$ cat config.mk
export PLATFORM = sky130hd
export DESIGN_NAME = transfer_service
export DESIGN_NICKNAME = d
export VERILOG_FILES = /design/src/include/mts_pkg.sv /design/src/rtl/mem_access_port.sv /design/src/rtl/buffer_addr_calc.sv /design/src/rtl/transfer_service.sv
export VERILOG_INCLUDE_DIRS = /design/src /design/src/include
export SDC_FILE = /design/constraint.sdc
export NUM_CORES = 1
export LEC_CHECK = 0
export BUFFER_PORTS_ARGS = -buffer_cell sky130_fd_sc_hd__buf_2
export CAP_MARGIN = 25
export CORE_MARGIN = 2
export CORE_UTILIZATION = 30
export DETAILED_ROUTE_END_ITERATION = 10
export GPL_TIMING_DRIVEN = 0
export RECOVER_POWER = 25
export SYNTH_ARGS = -nofsm -noshare
export SYNTH_HDL_FRONTEND = slang
export SYNTH_HIERARCHICAL = 1
export SYNTH_SLANG_ARGS = --single-unit
$ cat constraint.sdc
create_clock -name ref_clk -period 4.1 [get_ports ref_clk]
set_input_delay 0.205 -clock ref_clk [delete_from_list [all_inputs] [get_ports ref_clk]]
set_output_delay 0.205 -clock ref_clk [all_outputs]
set_load 0.05 [all_outputs]
$ cat src/include/mts_regs.svh
`ifndef MTS_REGS_SVH
`define MTS_REGS_SVH

// apb register byte offsets
`define REG_CTRL 8'h00
`define REG_SRC_EN 8'h04
`define REG_STATUS 8'h08
`define REG_VEC_COUNT 8'h0C
`define CTRL_EN_BIT 0
`define CTRL_RESET 1'h0
`define SRC_EN_RESET 16'h0000

// control word area in internal ram
`define CW_BASE 16'hFE06
`define CW_LAST 16'hFE25
`define RAM_PAGE 8'hFE
`define SFR_PAGE 8'hFF

// operation codes in the low six mode bits
`define MODE_EVT 6'h01
`define MODE_BLK 6'h13
`define MODE_BLKP 6'h14
`define MODE_DIF 6'h19
`define MODE_DIFP 6'h1A
`define DIF_TOP 2'h2
`define MODE_SIZE_BIT 7
`define MODE_DIR_BIT 6

// channel layout, below the channel pointer
`define OFS_MSC 16'h0001
`define OFS_MPTR 16'h0003
`define OFS_PREV 16'h0003
`define OFS_PREV_P 16'h0005
`define BUF_OFS_BLK 16'h0001
`define BUF_OFS_DIF 16'h0003
`define BUF_OFS_DIFP 16'h0002

`endif

$ cat src/include/mts_pkg.sv
package mts_pkg;

   typedef struct packed {
      logic we;
      logic word;
      logic [15:0] addr;
      logic [15:0] wdata;
   } mem_cmd_t;

   typedef enum logic [3:0] {
      S_IDLE = 4'b0000,
      S_CW = 4'b0001,
      S_REGISTER_SOURCE_POINTER = 4'b0010,
      S_MSC = 4'b0011,
      S_MPTR = 4'b0100,
      S_PREV = 4'b0101,
      S_SRC = 4'b0110,
      S_DST = 4'b0111,
      S_PREVW = 4'b1000,
      S_MPTRW = 4'b1001,
      S_MSCW = 4'b1010,
      S_END = 4'b1011
   } state_t;

endpackage

$ cat src/rtl/mem_access_port.sv
`timescale 1ns/1ps
module mem_access_port (
   input wire logic ref_clk,
   input wire logic rst_n,
   input wire logic start,
   input mts_pkg::mem_cmd_t cmd,
   output mts_pkg::mem_cmd_t mem_cmd,
   output logic mem_req,
   input wire logic mem_ack,
   input wire logic [15:0] mem_rdata,
   output logic done,
   output logic [15:0] rdata
);
   import mts_pkg::*;

   always_ff @(posedge ref_clk or negedge rst_n) begin
      if (!rst_n) begin
         mem_req <= 1'b0;
         mem_cmd <= '0;
      end else if (start && !mem_req) begin
         mem_req <= 1'b1;
         mem_cmd <= cmd;
      end else if (mem_req && mem_ack) begin
         mem_req <= 1'b0;
      end
   end

   always_ff @(posedge ref_clk or negedge rst_n) begin
      if (!rst_n) begin
         done <= 1'b0;
         rdata <= 16'h0000;
      end else begin
         done <= mem_req && mem_ack;
         if (mem_req && mem_ack)
            rdata <= mem_cmd.word ? mem_rdata : {8'h00, mem_rdata[7:0]};
      end
   end
endmodule // mem_access_port

$ cat src/rtl/buffer_addr_calc.sv
`timescale 1ns/1ps
`include "mts_regs.svh"
module buffer_addr_calc (
   input wire logic [5:0] op,
   input wire logic word,
   input wire logic [15:0] ch_addr,
   input wire logic [7:0] service_counter,
   input wire logic [15:0] mptr,
   output logic [15:0] buf_addr
);
   logic [15:0] m1;
   logic [15:0] m2;

   always_comb begin
      m1 = {8'h00, service_counter};
      m2 = {7'h00, service_counter, 1'b0};
      unique case (op)
         `MODE_BLK: buf_addr = word ? ch_addr - m2 - `BUF_OFS_BLK
                                    : ch_addr - m1 - `BUF_OFS_BLK;
         `MODE_DIF: buf_addr = ch_addr - m2 - `BUF_OFS_DIF;
         `MODE_DIFP: buf_addr = mptr - m2 + `BUF_OFS_DIFP;
         default: buf_addr = mptr;
      endcase
   end
endmodule // buffer_addr_calc

$ cat src/rtl/transfer_service.sv
// Operation
// event count mode steps counter per request; vector raised when it reaches 00H.
// copy and delta modes fetch register source pointer at channel pointer.
// size_direction_field picks byte or word, register-to-buffer or buffer-to-register.
// channel block copy buffer is pointer minus counter (twice for words) minus 1.
// channel block copy decrements counter; zero raises vector.
// pointer block copy uses memory_pointer, then adds one or two.
// pointer block copy decrements counter; zero raises vector.
// software places word buffers at even addresses.
// software places memory_pointer at an even address.
// delta writes current minus previous, then current becomes previous.
// each delta write decrements counter; zero raises vector.
// channel delta buffer is channel pointer minus twice counter minus 3.
// pointer delta keeps memory_pointer; buffer is pointer minus twice counter plus 2.
// software never loads zero counter for delta modes.
// software seeds previous value with dummy data.
// delta source pointer names only 16-bit registers.
// status, return, enable, disable and break instructions defer service.
// interrupt control register writes may defer service, per CPU state.
// string and sum-of-products instructions are suspended for service, then resumed.
// low six mode bits select the operation; delta codes fix top bits 10.
// mode top bit chooses byte or word except for event counting.
// after each service the request flag is cleared and execution resumes.
// mode and channel pointer pairs are read from the fixed control word area.
// delta subtraction is modulo 16 bits.
//
// Design decisions made here: the register addresses and register access over APB.
`timescale 1ns/1ps
`include "mts_regs.svh"
module transfer_service #(
   parameter int NSRC = 16
) (
   input wire logic ref_clk,
   input wire logic rst_n,
   input wire logic [7:0] paddr,
   input wire logic psel,
   input wire logic penable,
   input wire logic pwrite,
   input wire logic [31:0] pwdata,
   output logic [31:0] prdata,
   output logic pready,
   output logic pslverr,
   input wire logic [NSRC-1:0] irq_req,
   input wire logic instr_boundary,
   input wire logic hold_always,
   input wire logic hold_cond,
   input wire logic string_busy,
   output mts_pkg::mem_cmd_t mem_cmd,
   output logic mem_req,
   input wire logic mem_ack,
   input wire logic [15:0] mem_rdata,
   output logic [NSRC-1:0] req_clear,
   output logic [NSRC-1:0] vec_irq,
   output logic cpu_hold
);
   import mts_pkg::*;
   localparam int SW = $clog2(NSRC);

   state_t state_r, state_nxt;
   logic en_r;
   logic [15:0] src_en_r;
   logic [15:0] vec_count_r;
   logic [SW-1:0] src_r, pick;
   logic pend;
   logic [7:0] mode_r, ch_r, register_source_pointer_r, msc_r, cnt_nxt;
   logic [15:0] mptr_r, prev_r, data_r;
   logic zero_r;
   logic wait_r, start, done;
   logic [15:0] rdata, cw_addr, ch_addr, buf_addr, sfr_addr, prev_addr;
   mem_cmd_t cmd;
   logic [5:0] op;
   logic word, to_sfr, is_evt, is_dif, is_ptr, op_ok, go, cw_evt, cw_ok;

   // mode decode
   assign op = mode_r[5:0];
   assign is_evt = (op == `MODE_EVT);
   assign is_dif = (op == `MODE_DIF || op == `MODE_DIFP) && mode_r[7:6] == `DIF_TOP;
   assign is_ptr = (op == `MODE_BLKP || op == `MODE_DIFP);
   assign op_ok = is_evt || is_dif || op == `MODE_BLK || op == `MODE_BLKP;
   assign word = is_dif || mode_r[`MODE_SIZE_BIT];
   assign to_sfr = !is_dif && mode_r[`MODE_DIR_BIT];
   assign cw_addr = `CW_BASE + 16'({src_r, 1'b0});
   assign ch_addr = {`RAM_PAGE, ch_r};
   assign sfr_addr = {`SFR_PAGE, register_source_pointer_r};
   assign prev_addr = ch_addr - (is_ptr ? `OFS_PREV_P : `OFS_PREV);
   assign cnt_nxt = (is_evt && !mode_r[7]) ? msc_r + 8'h01 : msc_r - 8'h01;

   buffer_addr_calc u_addr (
      .op(op),
      .word(word),
      .ch_addr(ch_addr),
      .service_counter(msc_r),
      .mptr(mptr_r),
      .buf_addr(buf_addr)
   );

   mem_access_port u_port (
      .ref_clk(ref_clk),
      .rst_n(rst_n),
      .start(start),
      .cmd(cmd),
      .mem_cmd(mem_cmd),
      .mem_req(mem_req),
      .mem_ack(mem_ack),
      .mem_rdata(mem_rdata),
      .done(done),
      .rdata(rdata)
   );

   // lowest index wins among enabled requests
   always_comb begin
      pend = 1'b0;
      pick = '0;
      for (int i = NSRC - 1; i >= 0; i--) begin
         // a flag being cleared this cycle is still high; skip it
         if (irq_req[i] && src_en_r[i] && !req_clear[i]) begin
            pend = 1'b1;
            pick = SW'(i);
         end
      end
   end

   // boundary after a deferring instruction is skipped; string ops yield
   assign go = en_r && pend && (string_busy || (instr_boundary && !hold_always && !hold_cond));

   always_comb begin
      cmd = '0;
      unique case (state_r)
         S_CW: cmd = '{we: 1'b0, word: 1'b1, addr: cw_addr, wdata: 16'h0000};
         S_REGISTER_SOURCE_POINTER: cmd = '{we: 1'b0, word: 1'b0, addr: ch_addr, wdata: 16'h0000};
         S_MSC: cmd = '{we: 1'b0, word: 1'b0, addr: ch_addr - `OFS_MSC, wdata: 16'h0000};
         S_MPTR: cmd = '{we: 1'b0, word: 1'b1, addr: ch_addr - `OFS_MPTR, wdata: 16'h0000};
         S_PREV: cmd = '{we: 1'b0, word: 1'b1, addr: prev_addr, wdata: 16'h0000};
         S_SRC: cmd = '{we: 1'b0, word: word, addr: (is_dif || !to_sfr) ? sfr_addr : buf_addr,
                        wdata: 16'h0000};
         S_DST: cmd = '{we: 1'b1, word: word, addr: to_sfr ? sfr_addr : buf_addr,
                        wdata: is_dif ? data_r - prev_r : data_r};
         S_PREVW: cmd = '{we: 1'b1, word: 1'b1, addr: prev_addr, wdata: data_r};
         S_MPTRW: cmd = '{we: 1'b1, word: 1'b1, addr: ch_addr - `OFS_MPTR,
                          wdata: mptr_r + (word ? 16'h0002 : 16'h0001)};
         S_MSCW: cmd = '{we: 1'b1, word: 1'b0, addr: is_evt ? cw_addr + 16'h0001
                         : ch_addr - `OFS_MSC, wdata: {8'h00, cnt_nxt}};
         default: cmd = '0;
      endcase
   end

   assign start = state_r != S_IDLE && state_r != S_END && !wait_r;

   always_ff @(posedge ref_clk or negedge rst_n) begin
      if (!rst_n)
         wait_r <= 1'b0;
      else if (start)
         wait_r <= 1'b1;
      else if (done)
         wait_r <= 1'b0;
   end

   always_comb begin
      state_nxt = state_r;
      unique case (state_r)
         S_IDLE: if (go) state_nxt = S_CW;
         S_CW: if (done) state_nxt = S_REGISTER_SOURCE_POINTER;
         S_REGISTER_SOURCE_POINTER: if (done) state_nxt = S_MSC;
         S_MSC: if (done) state_nxt = is_ptr ? S_MPTR : is_dif ? S_PREV : S_SRC;
         S_MPTR: if (done) state_nxt = is_dif ? S_PREV : S_SRC;
         S_PREV: if (done) state_nxt = S_SRC;
         S_SRC: if (done) state_nxt = S_DST;
         S_DST: if (done) state_nxt = is_dif ? S_PREVW : is_ptr ? S_MPTRW : S_MSCW;
         S_PREVW: if (done) state_nxt = S_MSCW;
         S_MPTRW: if (done) state_nxt = S_MSCW;
         S_MSCW: if (done) state_nxt = S_END;
         S_END: state_nxt = S_IDLE;
         default: state_nxt = S_IDLE;
      endcase
      // event count and unknown codes skip the channel walk
      if (state_r == S_CW && done && (cw_evt || !cw_ok))
         state_nxt = cw_evt ? S_MSCW : S_END;
   end

   // is_evt/op_ok read mode_r; decode the fresh word for the S_CW branch
   always_ff @(posedge ref_clk or negedge rst_n) begin
      if (!rst_n)
         state_r <= S_IDLE;
      else
         state_r <= state_nxt;
   end

   always_ff @(posedge ref_clk or negedge rst_n) begin
      if (!rst_n) begin
         src_r <= '0;
         mode_r <= 8'h00;
         ch_r <= 8'h00;
      end else if (state_r == S_IDLE && go) begin
         src_r <= pick;
      end else if (state_r == S_CW && done) begin
         mode_r <= rdata[7:0];
         ch_r <= rdata[15:8];
      end
   end

   always_ff @(posedge ref_clk or negedge rst_n) begin
      if (!rst_n) begin
         register_source_pointer_r <= 8'h00;
         msc_r <= 8'h00;
         mptr_r <= 16'h0000;
         prev_r <= 16'h0000;
         data_r <= 16'h0000;
      end else if (done) begin
         unique case (state_r)
            S_CW: msc_r <= rdata[15:8];
            S_REGISTER_SOURCE_POINTER: register_source_pointer_r <= rdata[7:0];
            S_MSC: msc_r <= rdata[7:0];
            S_MPTR: mptr_r <= rdata;
            S_PREV: prev_r <= rdata;
            S_SRC: data_r <= rdata;
            default: ;
         endcase
      end
   end

   always_ff @(posedge ref_clk or negedge rst_n) begin
      if (!rst_n)
         zero_r <= 1'b0;
      else if (state_r == S_CW)
         zero_r <= 1'b0;
      else if (state_r == S_MSCW && done)
         zero_r <= cnt_nxt == 8'h00;
   end

   // the fresh mode word must steer the S_CW exit
   assign cw_evt = rdata[5:0] == `MODE_EVT;
   assign cw_ok = cw_evt || rdata[5:0] == `MODE_BLK || rdata[5:0] == `MODE_BLKP
      || ((rdata[5:0] == `MODE_DIF || rdata[5:0] == `MODE_DIFP) && rdata[7:6] == `DIF_TOP);

   always_ff @(posedge ref_clk or negedge rst_n) begin
      if (!rst_n) begin
         req_clear <= '0;
         vec_irq <= '0;
         cpu_hold <= 1'b0;
      end else begin
         req_clear <= '0;
         vec_irq <= '0;
         if (state_r == S_IDLE && go)
            cpu_hold <= 1'b1;
         if (state_r == S_END) begin
            cpu_hold <= 1'b0;
            req_clear[src_r] <= 1'b1;
            vec_irq[src_r] <= zero_r || !op_ok;
         end
      end
   end

   always_ff @(posedge ref_clk or negedge rst_n) begin
      if (!rst_n)
         vec_count_r <= 16'h0000;
      else if (state_r == S_END && (zero_r || !op_ok))
         vec_count_r <= vec_count_r + 16'h0001;
   end

   // apb slave, one wait state
   always_ff @(posedge ref_clk or negedge rst_n) begin
      if (!rst_n) begin
         pready <= 1'b0;
         pslverr <= 1'b0;
         prdata <= 32'h0000_0000;
      end else begin
         pready <= psel && penable && !pready;
         pslverr <= 1'b0;
         prdata <= 32'h0000_0000;
         if (psel && penable && !pready) begin
            unique case (paddr)
               `REG_CTRL: prdata <= {31'h0000_0000, en_r};
               `REG_SRC_EN: prdata <= {16'h0000, src_en_r};
               `REG_STATUS: prdata <= {20'h0_0000, 4'(src_r), state_r, 3'h0, cpu_hold};
               `REG_VEC_COUNT: prdata <= {16'h0000, vec_count_r};
               default: pslverr <= 1'b1;
            endcase
         end
      end
   end

   always_ff @(posedge ref_clk or negedge rst_n) begin
      if (!rst_n) begin
         en_r <= `CTRL_RESET;
         src_en_r <= `SRC_EN_RESET;
      end else if (psel && penable && pready && pwrite) begin
         if (paddr == `REG_CTRL)
            en_r <= pwdata[`CTRL_EN_BIT];
         if (paddr == `REG_SRC_EN)
            src_en_r <= pwdata[15:0];
      end
   end

   property p_zero_vec;
      @(posedge ref_clk) disable iff (!rst_n)
      state_r == S_MSCW && done && cnt_nxt == 8'h00 |-> ##2 vec_irq[src_r];
   endproperty
   a_zero_vec: assert property (p_zero_vec) else $error("no vector at zero count");

   property p_no_vec;
      @(posedge ref_clk) disable iff (!rst_n)
      state_r == S_MSCW && done && cnt_nxt != 8'h00 && op_ok |-> ##2 vec_irq == '0;
   endproperty
   a_no_vec: assert property (p_no_vec) else $error("vector before zero count");

   property p_end_clear;
      @(posedge ref_clk) disable iff (!rst_n)
      state_r == S_END |=> req_clear[src_r] && !cpu_hold && state_r == S_IDLE;
   endproperty
   a_end_clear: assert property (p_end_clear) else $error("flag not cleared at end");

   property p_defer;
      @(posedge ref_clk) disable iff (!rst_n)
      state_r == S_IDLE && !string_busy && (hold_always || hold_cond) |=> state_r == S_IDLE;
   endproperty
   a_defer: assert property (p_defer) else $error("service after deferring instr");

   property p_suspend;
      @(posedge ref_clk) disable iff (!rst_n)
      state_r == S_IDLE && en_r && pend && string_busy |=> cpu_hold && state_r == S_CW;
   endproperty
   a_suspend: assert property (p_suspend) else $error("string op not suspended");

   property p_register_source_pointer_fetch;
      @(posedge ref_clk) disable iff (!rst_n)
      $rose(mem_req) && state_r == S_REGISTER_SOURCE_POINTER |-> mem_cmd.addr == {`RAM_PAGE, ch_r} && !mem_cmd.we;
   endproperty
   a_register_source_pointer_fetch: assert property (p_register_source_pointer_fetch) else $error("source pointer not at channel");

   property p_blk_addr;
      @(posedge ref_clk) disable iff (!rst_n)
      $rose(mem_req) && state_r == S_DST && op == `MODE_BLK && !to_sfr |->
         mem_cmd.addr == ch_addr - (word ? 16'({msc_r, 1'b0}) : 16'(msc_r)) - 16'h0001;
   endproperty
   a_blk_addr: assert property (p_blk_addr) else $error("block buffer address wrong");

   property p_dif_addr;
      @(posedge ref_clk) disable iff (!rst_n)
      $rose(mem_req) && state_r == S_DST && is_dif |-> mem_cmd.word && mem_cmd.addr ==
         (is_ptr ? mptr_r + 16'h0002 : ch_addr - 16'h0003) - 16'({msc_r, 1'b0});
   endproperty
   a_dif_addr: assert property (p_dif_addr) else $error("delta buffer address wrong");

   property p_dif_data;
      @(posedge ref_clk) disable iff (!rst_n)
      $rose(mem_req) && state_r == S_DST && is_dif |-> mem_cmd.wdata == 16'(data_r - prev_r);
   endproperty
   a_dif_data: assert property (p_dif_data) else $error("delta value wrong");

   property p_mptr_step;
      @(posedge ref_clk) disable iff (!rst_n)
      $rose(mem_req) && state_r == S_MPTRW |-> mem_cmd.wdata - mptr_r == (word ? 16'h0002
         : 16'h0001);
   endproperty
   a_mptr_step: assert property (p_mptr_step) else $error("memory pointer step wrong");
endmodule // transfer_service

# Word level (Yosys, flattened, before mapping)
# Index checks and enable logic that the tools add are counted.
# classes
add_sub_neg,17
order_cmp,2
eq_ne,37
muxes,77
n_bitwise,2
reduce_logical,114
# ops
op,count
$pmux 34 s10,1
$mux 16,9
$mux 4,28
$pmux 16 s4,1
$logic_and 1x1->1,54
$eq 6x5->1 const B,8
$pmux 16 s3,1
$pmux 4 s10,1
$mux 1,28
$logic_not 1->1,26
$ne 3x2->1 const B,7
$add 16x1->16 const B,1
$add 16x2->16,1
$add 16x2->16 const B,1
$and 16x16->16,1
$eq 4x3->1 const B,4
$eq 4x4->1 const B,4
$eq 8x4->1 const B,2
$logic_not 8->1,2
$pmux 8 s2,1
$reduce_and 2->1,8
$sub 16x1->16 const B,1
$sub 16x16->16,1
$sub 16x2->16 const B,1
other kinds (33),57
# word_totals
reg_bits,242
inputBits,82
out_inout_bits,102
wordCells,276

# Depth between registers and ports, before layout
# Gate-level depths: netlist of the first run.
# depth
ltp_word,23
depth_mapped,18
mapped_depth_nobuf,18

# Hierarchy
# Netlist of the first run, hierarchy kept.
# by_module_without_submodules
module,n_inst,cells_per_inst,area_each_um2,seq_area_each_um2
transfer_service,1,1083,10321.1,4354.2
buffer_addr_calc,1,419,2935.3,0.0
mem_access_port,1,131,2209.6,1301.2

# Least setup slack after synthesis of the first run
# Ideal clock, no wire load.
# synth_timing
kind,register to register
start,register ch_r[1]
end,register u_port/mem_cmd[26] (netlist name)
setup_ps,125
t_arrival_ps,3942
t_required_ps,3975
setup_slack_ps,33
stages_incl_launch_ff,18
path_buffers,0
period_less_slack_ps,4067
path_cell_list,dfrtp_1 > inv_1 > ha_1 > fa_1 > and2b_1 > nor3_1 > a2bb2oi_1 > a211o_1 > or4_4 > or3b_4 > o21ba_2 > xor2_1 > o221ai_1 > o21ai_0 > nand2_1 > o21ai_0 > a21oi_1 > mux2_4
# synth_rtl
element,line,text
start: declaration,transfer_service.sv:65,"logic [7:0] mode_r, ch_r, register_source_pointer_r, msc_r, cnt_nxt;"
start signal: assignment,transfer_service.sv:197,ch_r <= rdata[15:8];

==> results of run 1 <==
-- how the worst max path moves through the flow --
| stage | start | to | slack [ns] | cells after the start |
|---|---|---|---|---|
| after floorplan | ch_r[1]$_DFFE_PN0P_ | u_port/mem_cmd[26]$_DFFE_PN0P_ | 0.03 | 17 |
| final | msc_r[1]$_DFFE_PN0P_ | u_port/mem_cmd[23]$_DFFE_PN0P_ | 0.04 | 17 |
| after global placement | rst_n | data_r[9]$_DFFE_PN0P_ | -1.13 | 1 |
| after global routing | msc_r[0]$_DFFE_PN0P_ | u_port/mem_cmd[26]$_DFFE_PN0P_ | -0.07 | 16 |
| after detailed placement | msc_r[1]$_DFFE_PN0P_ | u_port/mem_cmd[25]$_DFFE_PN0P_ | -0.80 | 17 |
| after CTS | ch_r[1]$_DFFE_PN0P_ | u_port/mem_cmd[26]$_DFFE_PN0P_ | 0.002 | 17 |
-- critical path: cells and delay by family, from the launching register on --
| family | cells | cell delay [ns] |
|---|---|---|
| AOI/OAI and AO/OA | 7 | 1.42 |
| and+or+nand+nor | 4 | 1.02 |
| buffers and inverters | 3 | 0.51 |
| DFF | 1 | 0.45 |
| muxes | 1 | 0.26 |
| adders and majority gates | 1 | 0.23 |
| xor gates and xnor gates | 1 | 0.06 |
-- cells by family (layout without fill, tap and decap cells) --
logic type / Yosys count / after routing
and+or+nand+nor: 519 / 519
AOI/OAI and AO/OA: 390 / 390
DFF: 226 / 226
buffers and inverters: 171 / 427
muxes: 144 / 144
xor gates and xnor gates: 100 / 100
adders and majority gates: 81 / 81
other: 2 / 48
-- stage by stage --
stage	instances	setup slack, ns
floorplan	1679	0.0326
global placement	2507	-1.13
detailed placement	2509	-0.799
CTS	2604	0.00214
global route	2615	-0.0674
finish	2615	0.0417
-- synth_stat cells, types with 38 or more instances --
cell                       instances  area (sq um)
sky130_fd_sc_hd__nand2_1         133           499
sky130_fd_sc_hd__inv_1            85           319
sky130_fd_sc_hd__xor2_1           44           385
sky130_fd_sc_hd__a21oi_1          64           320
sky130_fd_sc_hd__dfrtp_1         226          5660
sky130_fd_sc_hd__xnor2_1          56           490
sky130_fd_sc_hd__o21ai_0         114           571
sky130_fd_sc_hd__nor3_1           42           210
sky130_fd_sc_hd__clkbuf_1         38           143
sky130_fd_sc_hd__mux2_2           82           923
sky130_fd_sc_hd__mux2_4           38           571
sky130_fd_sc_hd__nor2_1          148           556
sky130_fd_sc_hd__ha_1             74           926
-- flip-flops by register name, summed over array words and instances (netlist names) --
name and flops:
u_port/mem_req 1, vec_irq 16, cpu_hold 1, pslverr 1
src_r 4, prev_r 16, pready 1, src_en_r 16
u_port/rdata 16, ch_r 8, u_port/mem_cmd 34, zero_r 1
mode_r 8, prdata 16, req_clear 16, wait_r 1
state_r 4, msc_r 8, data_r 16, register_source_pointer_r 8
en_r 1, mptr_r 16, u_port/done 1, vec_count_r 16
-- power by group through the flow --
stage          Combinational (mW)  Sequential [mW]  Clock, mW
2_1_floorplan                5.40             3.63          0
3_3_place_gp                 7.46             3.46          0
3_5_place_dp                 7.58             3.48          0
4_1_cts                      7.88             3.43       2.40
5_1_grt                      8.92             3.49       2.51
6_report                     8.20             3.42       2.35
-- layout make-up --
class	count	area, sq um
fill	5244	32200
multi-input combinational	1282	9320
sequential	226	5660
timing repair buffer	211	1320
tap	680	851
clock buffer	38	786
buffer	83	499
inverter	86	325
clock inverter	9	85.1
-- timing repair --
item | CTS | global route
setup endpoints to repair | 7 | 8
hold buffers | 43 | 0
resized for setup | 26 | 29
pin swaps | 4 | 12
setup buffers | 6 | 12
hold endpoints to repair | 139 | 0
-- metal layers --
layer  global-route usage  wire length, um
met2                0.307            23400
met5                    0                0
met4               0.0460             1220
met1                0.243            21900
met3               0.0289             3180
==> results.md, run 1 <==
Power:
- The power per unit of standard cell area is 741 mW/mm^2.
- Of the total power, registers draw 0.245.
- The share of total power consumed by net switching is 0.464.
- Cell internal power was estimated by the tool at 7.49 mW.
- The share of power burned in the clock network is 0.168.
- The leakage power is 8.43 nW.
- The total power of the final layout is 14.0 mW.
- IR analysis of the VDD net gives a maximum drop of 0.326 mV.
- Summed over all nets, the switching power comes to 6.48 mW.
- The portion of total power attributed to combinational logic is 0.587.

Setup path:
- The worst register-to-register path has a setup slack of 0.04 ns.
- The worst setup path is of the reg -> reg kind.
- The logic depth of the worst register-to-register path is 17.
- The cell with the largest stage delay on the worst path is sky130_fd_sc_hd__dfrtp_2.
- The worst setup path is captured at a register.
- For the worst setup path, the data arrival time is 4.50 ns.
- In this run the critical register-to-register path is captured at u_port/mem_cmd[23]$_DFFE_PN0P_.
- Along the worst path, the maximum fanout reaches 6.
- The worst register-to-register path begins at msc_r[1]$_DFFE_PN0P_.
- The delay of the slowest cell on the worst path is 0.45 ns.
- The critical path goes through inv_2, ha_1, nor2b_4, o21ai_2, or3b_1, and2_2, clkbuf_1, nor4_4, buf_4, xor2_1, a21oi_1, o21ai_0, o21a_1, a221oi_1, o22ai_1, a211o_1, mux2_4.
- Data on the critical path is required at its endpoint by 4.54 ns.
- The startpoint type of the worst setup path is a register.

Detailed routing:
- The remaining design rule violation count is 0.
- The starting DRC count in detailed routing is 1138.
- Wires add up to 49700 um.
- The pre-antenna-repair detailed-routing pass consisted of 6 iterations.
- The wire length per cell after detailed routing is 19.0 um.
- The count of nets left with antenna violations once routing finished came out at 0.
- The detail-routed via count per cell is 5.21.
- The vias after detailed routing is 13618.

Timing:
- The period utilization is 0.990.
- The worst hold margin is 0.0587 ns.
- The transition at the pin with the smallest max-transition slack is 2.65 ns.
- Setup violations remaining at the end of the flow were counted as 0.
- The final-report max-slew violation count was 106.
- Setup repair after global routing could not meet its margin everywhere.
- The worst clock skew on the final layout is 0.0216 ns.
- The minimum period implied by the final worst setup slack is 4.06 ns.
- The maximum frequency from static timing analysis is 0.246 GHz.
- The worst slew margin relative to its limit is -0.768.
- The final hold violation count is 0.
- The total negative slack for setup checks is 0 ns.

Placed design:
- The wire-length estimate of the detail-placed layout is 38000 um.
- The number of buffers added on ports is 148.
- The placed cell area is 0.0173 sq mm.
- The last weighted congestion value of the routability-driven placer is 0.910.

Layout:
- Leaving out fill and tap cells, the most frequent cells in the layout are sky130_fd_sc_hd__dfrtp_1, sky130_fd_sc_hd__nor2_1, sky130_fd_sc_hd__buf_2.
- From synthesis to final layout, the design area changed by 21.9%.
- Leaving out fill and tap cells, the most frequent cell in the layout is sky130_fd_sc_hd__dfrtp_1.
- The share of the core filled with cells is 0.369.
- After the last flow step, the layout net total stands at 2079.
- Once layout is done, the placed cells without fillers occupy 0.0189 sq mm.
- In the final layout, the share of cells above drive strength 1 is 0.225.
- The count of antenna diodes in the layout is 0.

Floorplan:
- The initial utilization of the core area, before any placement, comes to 0.303.
- From left edge to right edge, the die measures 231 um.
- In this run the count of I/O pins placed on the die edge is 184.
- Row generation in the floorplan step produced 83 rows.
- The die height is 231 um.
- The core region is 0.0511 sq mm.
- The die covers 0.0534 sq mm.

Yosys:
- The most common flop cell mapped by yosys is sky130_fd_sc_hd__dfrtp_1.
- The compound-gate portion of the synthesized area came to 0.172.
- The synthesized design contains 0 enable-type register cells.
- The cell area that synthesis handed to floorplanning was 0.0155 sq mm.
- The multiplexer area fraction after synthesis is 0.113.
- The adder and majority cell fraction of the synthesized area is 0.0689.
- The number of instances in the synthesized netlist is 1633.
- The number of warnings printed during yosys synthesis is 6.
- The area share of xor/xnor cells in the synthesized design is 0.0566.
- The async set-or-reset flop fraction in the synthesized netlist is 1.00.
- After synthesis, the largest family of logic cells by area is compound AO/OA/AOI/OAI gates.
- The sequential cell area fraction in the yosys report is 0.366.
- The simple-gate area share of the yosys netlist is 0.168.
- The post-synthesis cell type count is 103.
- The average cell area after synthesis is 9.47 sq um.
- The synthesis-stage register bit count is 226.

Global routing:
- The first global-routing pass estimated 76700 um of wire.
- The number of global-route vias before repair came to 13288.
- Entering global routing, the biggest net connects 122 pins.
- The total global routing overflow is 0.
- The global-route usage over all layers is 0.182.
- The initial antenna violation count came to 0.

Clock network:
- CTS saw 226 sinks.
- The maximum root-to-sink buffer count is 3.
- The H-tree depth is 1.
- The clock-pin slew of the registers on the worst-case setup and hold paths is 0.06 ns.
- The insertion delay of the later-clocked pin in the worst-skew pair is 0.56 ns.
- The number of buffers created by CTS is 26.
- The buffer type at the clock tree root is sky130_fd_sc_hd__clkbuf_16.
- The clock tree from TritonCTS is built.

Min path:
- The sink of the worst hold path is pslverr$_DFF_PN0_.
- The worst min-delay path class is in -> reg.
- The number of instances on the worst hold path is 4.
- The hold path startpoint is paddr[0].

Job:
- Max-cap violations in this run came to 1.

Status:
- The final reports fail on capacitance limit, slew limit.
- The flow ran to the end, but the final reports show violations.
Note: power is estimated with default switching activity, not from simulation.
==> inputs of run 2 (changes only) <==
Settings changed: GPL_TIMING_DRIVEN 0 to unset, SKIP_LAST_GASP set to 1.
Clock period 4.1 ns to 5.1 ns, I/O delays scaled along.
==> run 2 against run 1 <==
  * The flow still finishes with violations (capacitance limit, slew limit)
  * Largest cell class unchanged
  * Critical endpoint is now u_port/mem_cmd[26]$_DFFE_PN0P_
  * Worst setup slack gained 0.52 ns
  * Highest routed layer unchanged
  * Fmax fell by 11%
  * Flip-flop and latch count is the same
==> results.md, run 2 (same netlist as run 1, synthesis figures left out) <==
Clock network:
- The clock tree from TritonCTS is built.
- The number of buffers created by CTS was 27 (+3.8%).
- The clock-pin slew of the registers on the worst-case setup and hold paths came to 0.06 ns (about the same).
- The number of gates given a new drive strength after cts is 0 (-100%).
- The number of clock sinks is 226 (unchanged).
- The number of buffers inserted by post-CTS setup repair is 0 (-6).
- The maximum root-to-sink buffer count is 3 (unchanged).
- The buffer type at the clock tree root is sky130_fd_sc_hd__clkbuf_16.
- The insertion delay of the later-clocked pin in the worst-skew pair was 0.56 ns (about the same).
- The count of hold-fix buffers inserted at cts is 33 (-23%).
- The H-tree depth is 1 (unchanged).

Setup path:
- Broken down by cell family, the worst path's largest delay share belongs to compound AO/OA/AOI/OAI gates.
- The data required time of the critical path is 5.55 ns (+1.01 ns).
- Traced cell by cell, the critical path runs through inv_1, ha_1, fa_1, and2b_1, nor3_1, a2bb2oi_1, a211o_1, or4_4, or3b_4, o21ba_2, xor2_1, o221ai_1, o21ai_0, nand2_1, o21ai_0, a21oi_1, mux2_4.
- The worst setup path is captured at a register.
- The count of buffering cells on the critical path with inverters included is 1 (-2).
- The cell with the largest stage delay on the worst path is sky130_fd_sc_hd__dfrtp_1.
- The worst setup path category is reg -> reg.
- The delay of the slowest cell on the worst path is 0.56 ns (+0.11 ns).
- The worst setup path is launched from a register.
- The signal arrival time at the worst endpoint was 4.99 ns (+0.49 ns).
- The biggest fanout along the worst timing path was 9 (+3).
- Counting stages on the worst path, the most repeated cell is sky130_fd_sc_hd__o21ai_0.

Timing:
- The post-layout worst setup margin is 0.560 ns (+0.518 ns).
- The worst slew margin relative to its limit is -0.719 (+0.0483).
- The total of endpoints with negative setup slack in the final report is 0 (unchanged).
- The period utilization is 0.890 (-0.0996).
- The total negative slack for setup checks is 0 ns (unchanged).
- The maximum frequency from static timing analysis is 0.220 GHz (-11%).
- The minimum period implied by the final worst setup slack is 4.54 ns (+0.482 ns).
- The worst clock skew on the final layout was 0.0279 ns (+0.00626 ns).
- The final-report max-slew violation count is 121 (+14%).
- Setup repair after global routing left no endpoint under its margin.
- The final hold violation count is 0 (unchanged).
- The transition at the pin with the smallest max-transition slack was 2.58 ns (-0.0725 ns).

Floorplan:
- The die footprint was 0.0534 sq mm (unchanged).
- The standard-cell row count is 83 (unchanged).
- The die boundary width is 231 um (unchanged).
- The number of ports placed on the die boundary was 184 (unchanged).
- The starting utilization of the core area came to 0.303 (unchanged).
- The core box area is 0.0511 sq mm (unchanged).
- The die height was 231 um (unchanged).

Layout:
- Leaving out fill and tap cells, the most frequent cell in the layout is sky130_fd_sc_hd__dfrtp_1.
- The share of post-route cells with drive strength above 1 is 0.201 (-0.0241).
- Ranked by flip-flop count, first place goes to u_port/mem_cmd.
- The flip-flop count of the largest register, all copies and words added is 34 (unchanged).
- The count of antenna diodes in the layout is 0 (unchanged).
- The top cell types in the final layout, fill and taps aside, are sky130_fd_sc_hd__dfrtp_1, sky130_fd_sc_hd__nor2_1, sky130_fd_sc_hd__nand2_1.
- The count of filler cells inserted in the layout is 5193 (-0.97%).
- The layout overhead on the synthesized area is 17.8%.
- The share of the core filled with cells was 0.357 (-0.0124).
- The layout net count came to 1996 (-4.0%).

Placed design:
- The number of buffers added on ports was 151 (+2.0%).
- The detailed placer's ending HPWL is 36500 um (-3.9%).
- The minimum setup slack after placement is 0.609 ns (+1.41 ns).
- The last weighted congestion value of the routability-driven placer is 0.900 (-1.1%).

Detailed routing:
- The wire length per cell after detailed routing is 19.3 um (+1.4%).
- The final wirelength was 48800 um (-1.7%).
- The detail-routed via count per cell was 5.26 (+1.1%).
- The count of antenna-violating nets left after detailed routing is 0 (unchanged).
- The number of detailed-route iterations in the first pass was 6 (unchanged).
- The starting DRC count in detailed routing came to 1196 (+5.1%).
- The vias after detailed routing is 13341 (-2.0%).
- The remaining design rule violation count is 0 (unchanged).

Status:
- The run finished, with violations left.
- The checks that failed: capacitance limit, slew limit.

Global routing:
- The initial antenna violation count is 0 (unchanged).
- The global-route usage over all layers is 0.178 (-0.00424).
- The global-route wire length before repair was 75200 um (-1.9%).
- The number of global-route vias before repair is 12935 (-2.7%).
- The pin count of the biggest net entering global routing is 126 (+3.3%).
- The total global routing overflow is 0 (unchanged).

Job:
- The max-cap check violation count is 2 (+1).

Power:
- The power per unit of standard cell area is 608 mW/mm^2 (-18%).
- The maximum vdd ir drop is 0.258 mV (-21%).
- The leakage power is 8.21 nW (-2.6%).
- The total power of the final layout was 11.1 mW (-21%).

Min path:
- The worst min-delay path class is in -> reg.
[run 2: cell types whose count changed in the layout (fill, tap and decap cells not counted), moves of 7 or more]
cell | before | now
sky130_fd_sc_hd__clkbuf_1 | 61 | 25
sky130_fd_sc_hd__buf_4 | 39 | 24
sky130_fd_sc_hd__dlygate4sd3_1 | 43 | 33
sky130_fd_sc_hd__dfrtp_1 | 219 | 226
sky130_fd_sc_hd__dfrtp_2 | 7 | 0
[run 2: per-layer routing]
metal	vias to the layer above	share of wire	global-route usage	wire length (um)
met2	509	0.46	0.294	22600
met4	0	0.025	0.0466	1230
li1	6237	-	-	-
met3	83	0.058	0.0219	2860
met5	-	0	0	0
met1	6512	0.45	0.246	22200
[run 2: worst paths after layout]
path | cells after the start | to | startpoint | slack, ns
worst max-delay path | 17 | u_port/mem_cmd[26]$_DFFE_PN0P_ | ch_r[1]$_DFFE_PN0P_ | 0.56
worst min-delay path | 3 | pready$_DFF_PN0_ | psel | 0.04
worst max register to register | 17 | u_port/mem_cmd[26]$_DFFE_PN0P_ | ch_r[1]$_DFFE_PN0P_ | 0.56
worst min register to register | 1 | vec_count_r[15]$_DFFE_PN0P_ | vec_count_r[15]$_DFFE_PN0P_ | 0.48
max in group asynchronous | 3 | data_r[9]$_DFFE_PN0P_ | rst_n | 2.40
min in group asynchronous | 2 | pready$_DFF_PN0_ | rst_n | 1.02
[run 2: through the flow]
stage | std cells | area [sq um] | hold slack, ns
final | 2534 | 18200 | 0.0357
after global routing | 2534 | 18200 | 0.0484
after CTS | 2534 | 18300 | 0.00993
after detailed placement | 2451 | 17000 | 0.353
after global placement | 2451 | 17000 | 0.343
after floorplan | 1679 | 15600 | -0.0406
[run 2: cell type report]
cell class              instances  area, sq um  share of cell area
clock buffers                  39          781              0.0428
clock inverters                11          194              0.0106
inverters                      86          323              0.0177
multi-input cells            1282         9140               0.501
flip-flops and latches        226         5660               0.310
well taps                     680          851              0.0467
repair buffers                210         1280              0.0704
[run 2: worst register-to-register path, cell delays in order (launching register included)]
cell and delay, ns:
sky130_fd_sc_hd__dfrtp_1 0.56, sky130_fd_sc_hd__inv_1 0.15, sky130_fd_sc_hd__ha_1 0.28, sky130_fd_sc_hd__fa_1 0.42, sky130_fd_sc_hd__and2b_1 0.25, sky130_fd_sc_hd__nor3_1 0.05, sky130_fd_sc_hd__a2bb2oi_1 0.22, sky130_fd_sc_hd__a211o_1 0.35
sky130_fd_sc_hd__or4_4 0.51, sky130_fd_sc_hd__or3b_4 0.42, sky130_fd_sc_hd__o21ba_2 0.21, sky130_fd_sc_hd__xor2_1 0.14, sky130_fd_sc_hd__o221ai_1 0.18, sky130_fd_sc_hd__o21ai_0 0.20, sky130_fd_sc_hd__nand2_1 0.06, sky130_fd_sc_hd__o21ai_0 0.08
sky130_fd_sc_hd__a21oi_1 0.09, sky130_fd_sc_hd__mux2_4 0.27
[run 2: where the power goes]
group / internal (mW) / switching [mW]
combinational: 2.47 / 3.61
sequential: 2.20 / 0.662
clock: 1.32 / 0.814
==> inputs of run 3 (changes only) <==
Settings changed: MAX_ROUTING_LAYER set to met4.
==> run 3 against run 2 <==
  * The run still ends with capacitance limit, slew limit left
  * Register-to-register slack better by 0.02 ns
  * Core utilization is 0.37 points lower
  * Global-route usage is 0.41 points higher
  * Clock power is 14% lower
  * Critical path depth stayed put
  * Total power is 3.1% lower
==> results.md, run 3 (same netlist as run 1, synthesis figures left out) <==
Setup path:
- The signal arrival time at the worst endpoint is 4.96 ns (-0.03 ns).
- The critical path goes through inv_1, ha_1, fa_1, and2b_1, nor3_1, a2bb2oi_1, a211o_1, or4_4, or3b_4, o21ba_2, xor2_1, o221ai_1, o21ai_0, nand2_1, o21ai_0, a21oi_1, mux2_4.
- The data required time of the critical path is 5.54 ns (about the same).
- The cell family contributing the most delay on the critical path is compound AO/OA/AOI/OAI gates.
- The biggest fanout along the worst timing path is 9 (unchanged).
- In this design, the critical path's most frequently occurring cell is sky130_fd_sc_hd__o21ai_0.
- The cell with the largest stage delay on the worst path is sky130_fd_sc_hd__dfrtp_1.
- The worst setup path is launched from a register.
- The setup path with the least slack is of type reg -> reg.
- The count of buffering cells on the critical path with inverters included is 1 (unchanged).
- The delay of the slowest cell on the worst path came to 0.56 ns (about the same).
- STA classifies the critical path endpoint as a register.

Detailed routing:
- The starting DRC count in detailed routing is 1088 (-9.0%).
- The number of detailed-route iterations in the first pass is 8 (+2).
- The wire length per cell after detailed routing came to 19.1 um (-1.1%).
- The detail-routed via count per cell is 5.26 (about the same).
- The vias after detailed routing is 13327 (-0.10%).
- The count of antenna-violating nets left after detailed routing is 0 (unchanged).
- The final wirelength came to 48300 um (-1.2%).
- The remaining design rule violation count was 0 (unchanged).

Clock network:
- The H-tree depth is 1 (unchanged).
- The insertion delay of the later-clocked pin in the worst-skew pair came to 0.55 ns (about the same).
- The number of buffers created by CTS is 26 (-3.7%).
- The clock-pin slew of the registers on the worst-case setup and hold paths is 0.06 ns (about the same).
- The number of buffers inserted by post-CTS setup repair is 0 (unchanged).
- The number of gates given a new drive strength after cts was 0 (unchanged).
- TritonCTS built the clock tree.
- In this run the clock root is driven by a sky130_fd_sc_hd__clkbuf_16.
- The maximum root-to-sink buffer count is 3 (unchanged).
- The count of hold-fix buffers inserted at cts is 34 (+3.0%).
- The number of clock sinks is 226 (unchanged).

Layout:
- The flip-flop count of the largest register, all copies and words added is 34 (unchanged).
- The share of post-route cells with drive strength above 1 is 0.184 (-0.0175).
- u_port/mem_cmd holds more flip-flops than any other register.
- The commonest non-fill, non-tap cell in the layout is sky130_fd_sc_hd__dfrtp_1.
- The share of the core filled with cells was 0.353 (-0.00367).
- The library cells used most frequently in the layout, excluding fill and tap cells, are sky130_fd_sc_hd__dfrtp_1, sky130_fd_sc_hd__nor2_1, sky130_fd_sc_hd__nand2_1.
- The layout net count is 1994 (-0.10%).
- The layout overhead on the synthesized area is 16.6%.

Global routing:
- The global-route wire length before repair came to 74700 um (-0.63%).
- The global routing met1 resource utilization is 0.244 (-0.00200).
- The number of global-route vias before repair is 12937 (+0.015%).
- The global routing met3 resource utilization is 0.0274 (+0.00554).
- The total global routing overflow is 0 (unchanged).
- The global-route usage over all layers is 0.182 (+0.00407).
- In this run the most used layer during global routing was met2.
- The initial antenna violation count is 0 (unchanged).
- The met2 usage is 0.288 (-0.00629).
- The pin count of the biggest net entering global routing is 145 (+15%).

Timing:
- The minimum period implied by the final worst setup slack is 4.52 ns (-0.0168 ns).
- The total negative slack for setup checks is 0 ns (unchanged).
- The final-report max-slew violation count is 83 (-31%).
- The final hold violation count came to 0 (unchanged).
- The period utilization is 0.887 (-0.00329).
- The maximum frequency from static timing analysis is 0.221 GHz (+0.37%).
- The total of endpoints with negative setup slack in the final report was 0 (unchanged).
- The transition at the pin with the smallest max-transition slack is 3.89 ns (+1.31 ns).
- Setup repair after global routing left no endpoint under its margin.
- The worst clock skew on the final layout is 0.00902 ns (-0.0189 ns).
- The worst slew margin relative to its limit was -1.59 (-0.873).

Floorplan:
- The number of ports placed on the die boundary was 184 (unchanged).
- The die boundary width was 231 um (unchanged).
- The standard-cell row count is 83 (unchanged).
- The starting utilization of the core area is 0.303 (unchanged).
- The die footprint is 0.0534 sq mm (unchanged).
- The core box area came to 0.0511 sq mm (unchanged).
- The die height is 231 um (unchanged).

Power:
- The leakage power is 8.03 nW (-2.2%).
- The maximum vdd ir drop is 0.237 mV (-8.2%).
- The power per unit of standard cell area is 595 mW/mm^2 (-2.1%).

Placed design:
- The number of buffers added on ports was 151 (unchanged).
- The detailed placer's ending HPWL came to 36300 um (-0.58%).
- The last weighted congestion value of the routability-driven placer is 0.911 (+1.3%).

Status:
- The flow ran to the end, but the final reports show violations.
- The final reports fail on capacitance limit, slew limit.

Job:
- The max-cap check violation count is 1 (-1).

Min path:
- The tightest min-delay check is of the in -> reg type.
-- run 3: cell count changes in the layout (fill, tap and decap cells not counted), moves of 2 or more --
cell	previous run	this run
sky130_fd_sc_hd__bufinv_16	5	1
sky130_fd_sc_hd__o21ai_2	10	3
sky130_fd_sc_hd__inv_6	2	0
sky130_fd_sc_hd__buf_2	131	109
sky130_fd_sc_hd__clkinv_2	2	7
sky130_fd_sc_hd__clkbuf_8	6	4
sky130_fd_sc_hd__o21ai_0	114	121
sky130_fd_sc_hd__buf_4	24	22
sky130_fd_sc_hd__clkbuf_1	25	46
-- run 3: layout make-up --
class / count / area (sq um)
well taps: 680 / 851
clock inverters: 13 / 114
diodes: 1 / 2.50
repair buffers: 209 / 1250
flip-flops and latches: 226 / 5660
fillers: 5226 / 33100
inverters: 86 / 323
clock buffers: 35 / 724
multi-input cells: 1282 / 9110
-- run 3: where the power goes --
part	switching [mW]	internal, mW
Clock	0.784	1.05
Combinational	3.57	2.45
Sequential	0.669	2.20
-- run 3: final timing paths --
path | slack (ns) | depth (start not counted) | from | to
min in group asynchronous | 1.82 | 2 | rst_n | prdata[3]$_DFF_PN0_
worst min register to register | 0.49 | 1 | vec_count_r[15]$_DFFE_PN0P_ | vec_count_r[15]$_DFFE_PN0P_
worst min-delay path | 0.04 | 3 | mem_rdata[14] | u_port/rdata[14]$_DFFE_PN0P_
max in group asynchronous | 1.07 | 2 | rst_n | vec_irq[6]$_DFF_PN0_
worst max-delay path | 0.58 | 17 | ch_r[1]$_DFFE_PN0P_ | u_port/mem_cmd[26]$_DFFE_PN0P_
worst max register to register | 0.58 | 17 | ch_r[1]$_DFFE_PN0P_ | u_port/mem_cmd[26]$_DFFE_PN0P_
-- run 3: per-stage QoR --
stage | hold WS [ns] | cell area [sq um] | total power, mW | setup WS (ns) | cells
after floorplan | -0.0406 | 15600 | 7.26 | 1.03 | 1679
after global placement | 0.292 | 16900 | 8.70 | 0.579 | 2449
after detailed placement | 0.293 | 16900 | 8.80 | 0.614 | 2449
after CTS | 0.0210 | 18100 | 10.7 | 0.614 | 2531
after global routing | 0.0347 | 18000 | 11.5 | 0.265 | 2531
final | 0.0363 | 18000 | 10.7 | 0.577 | 2532
-- run 3: worst reg2reg max path: cells and delay by family (launching register included) --
family / cells / cell delay (ns)
AO/OA/AOI/OAI: 7 / 1.33
flip-flops: 1 / 0.56
XOR/XNOR: 1 / 0.13
adder cells (fa/ha/maj): 2 / 0.69
AND/OR/NAND/NOR: 5 / 1.29
multiplexers: 1 / 0.27
buffers and inverters: 1 / 0.14
-- run 3: metal layers --
metal	share of wire	routed length (um)
met3	0.066	3180
met1	0.45	21700
met4	0.025	1190
met2	0.46	22200
met5	0	0
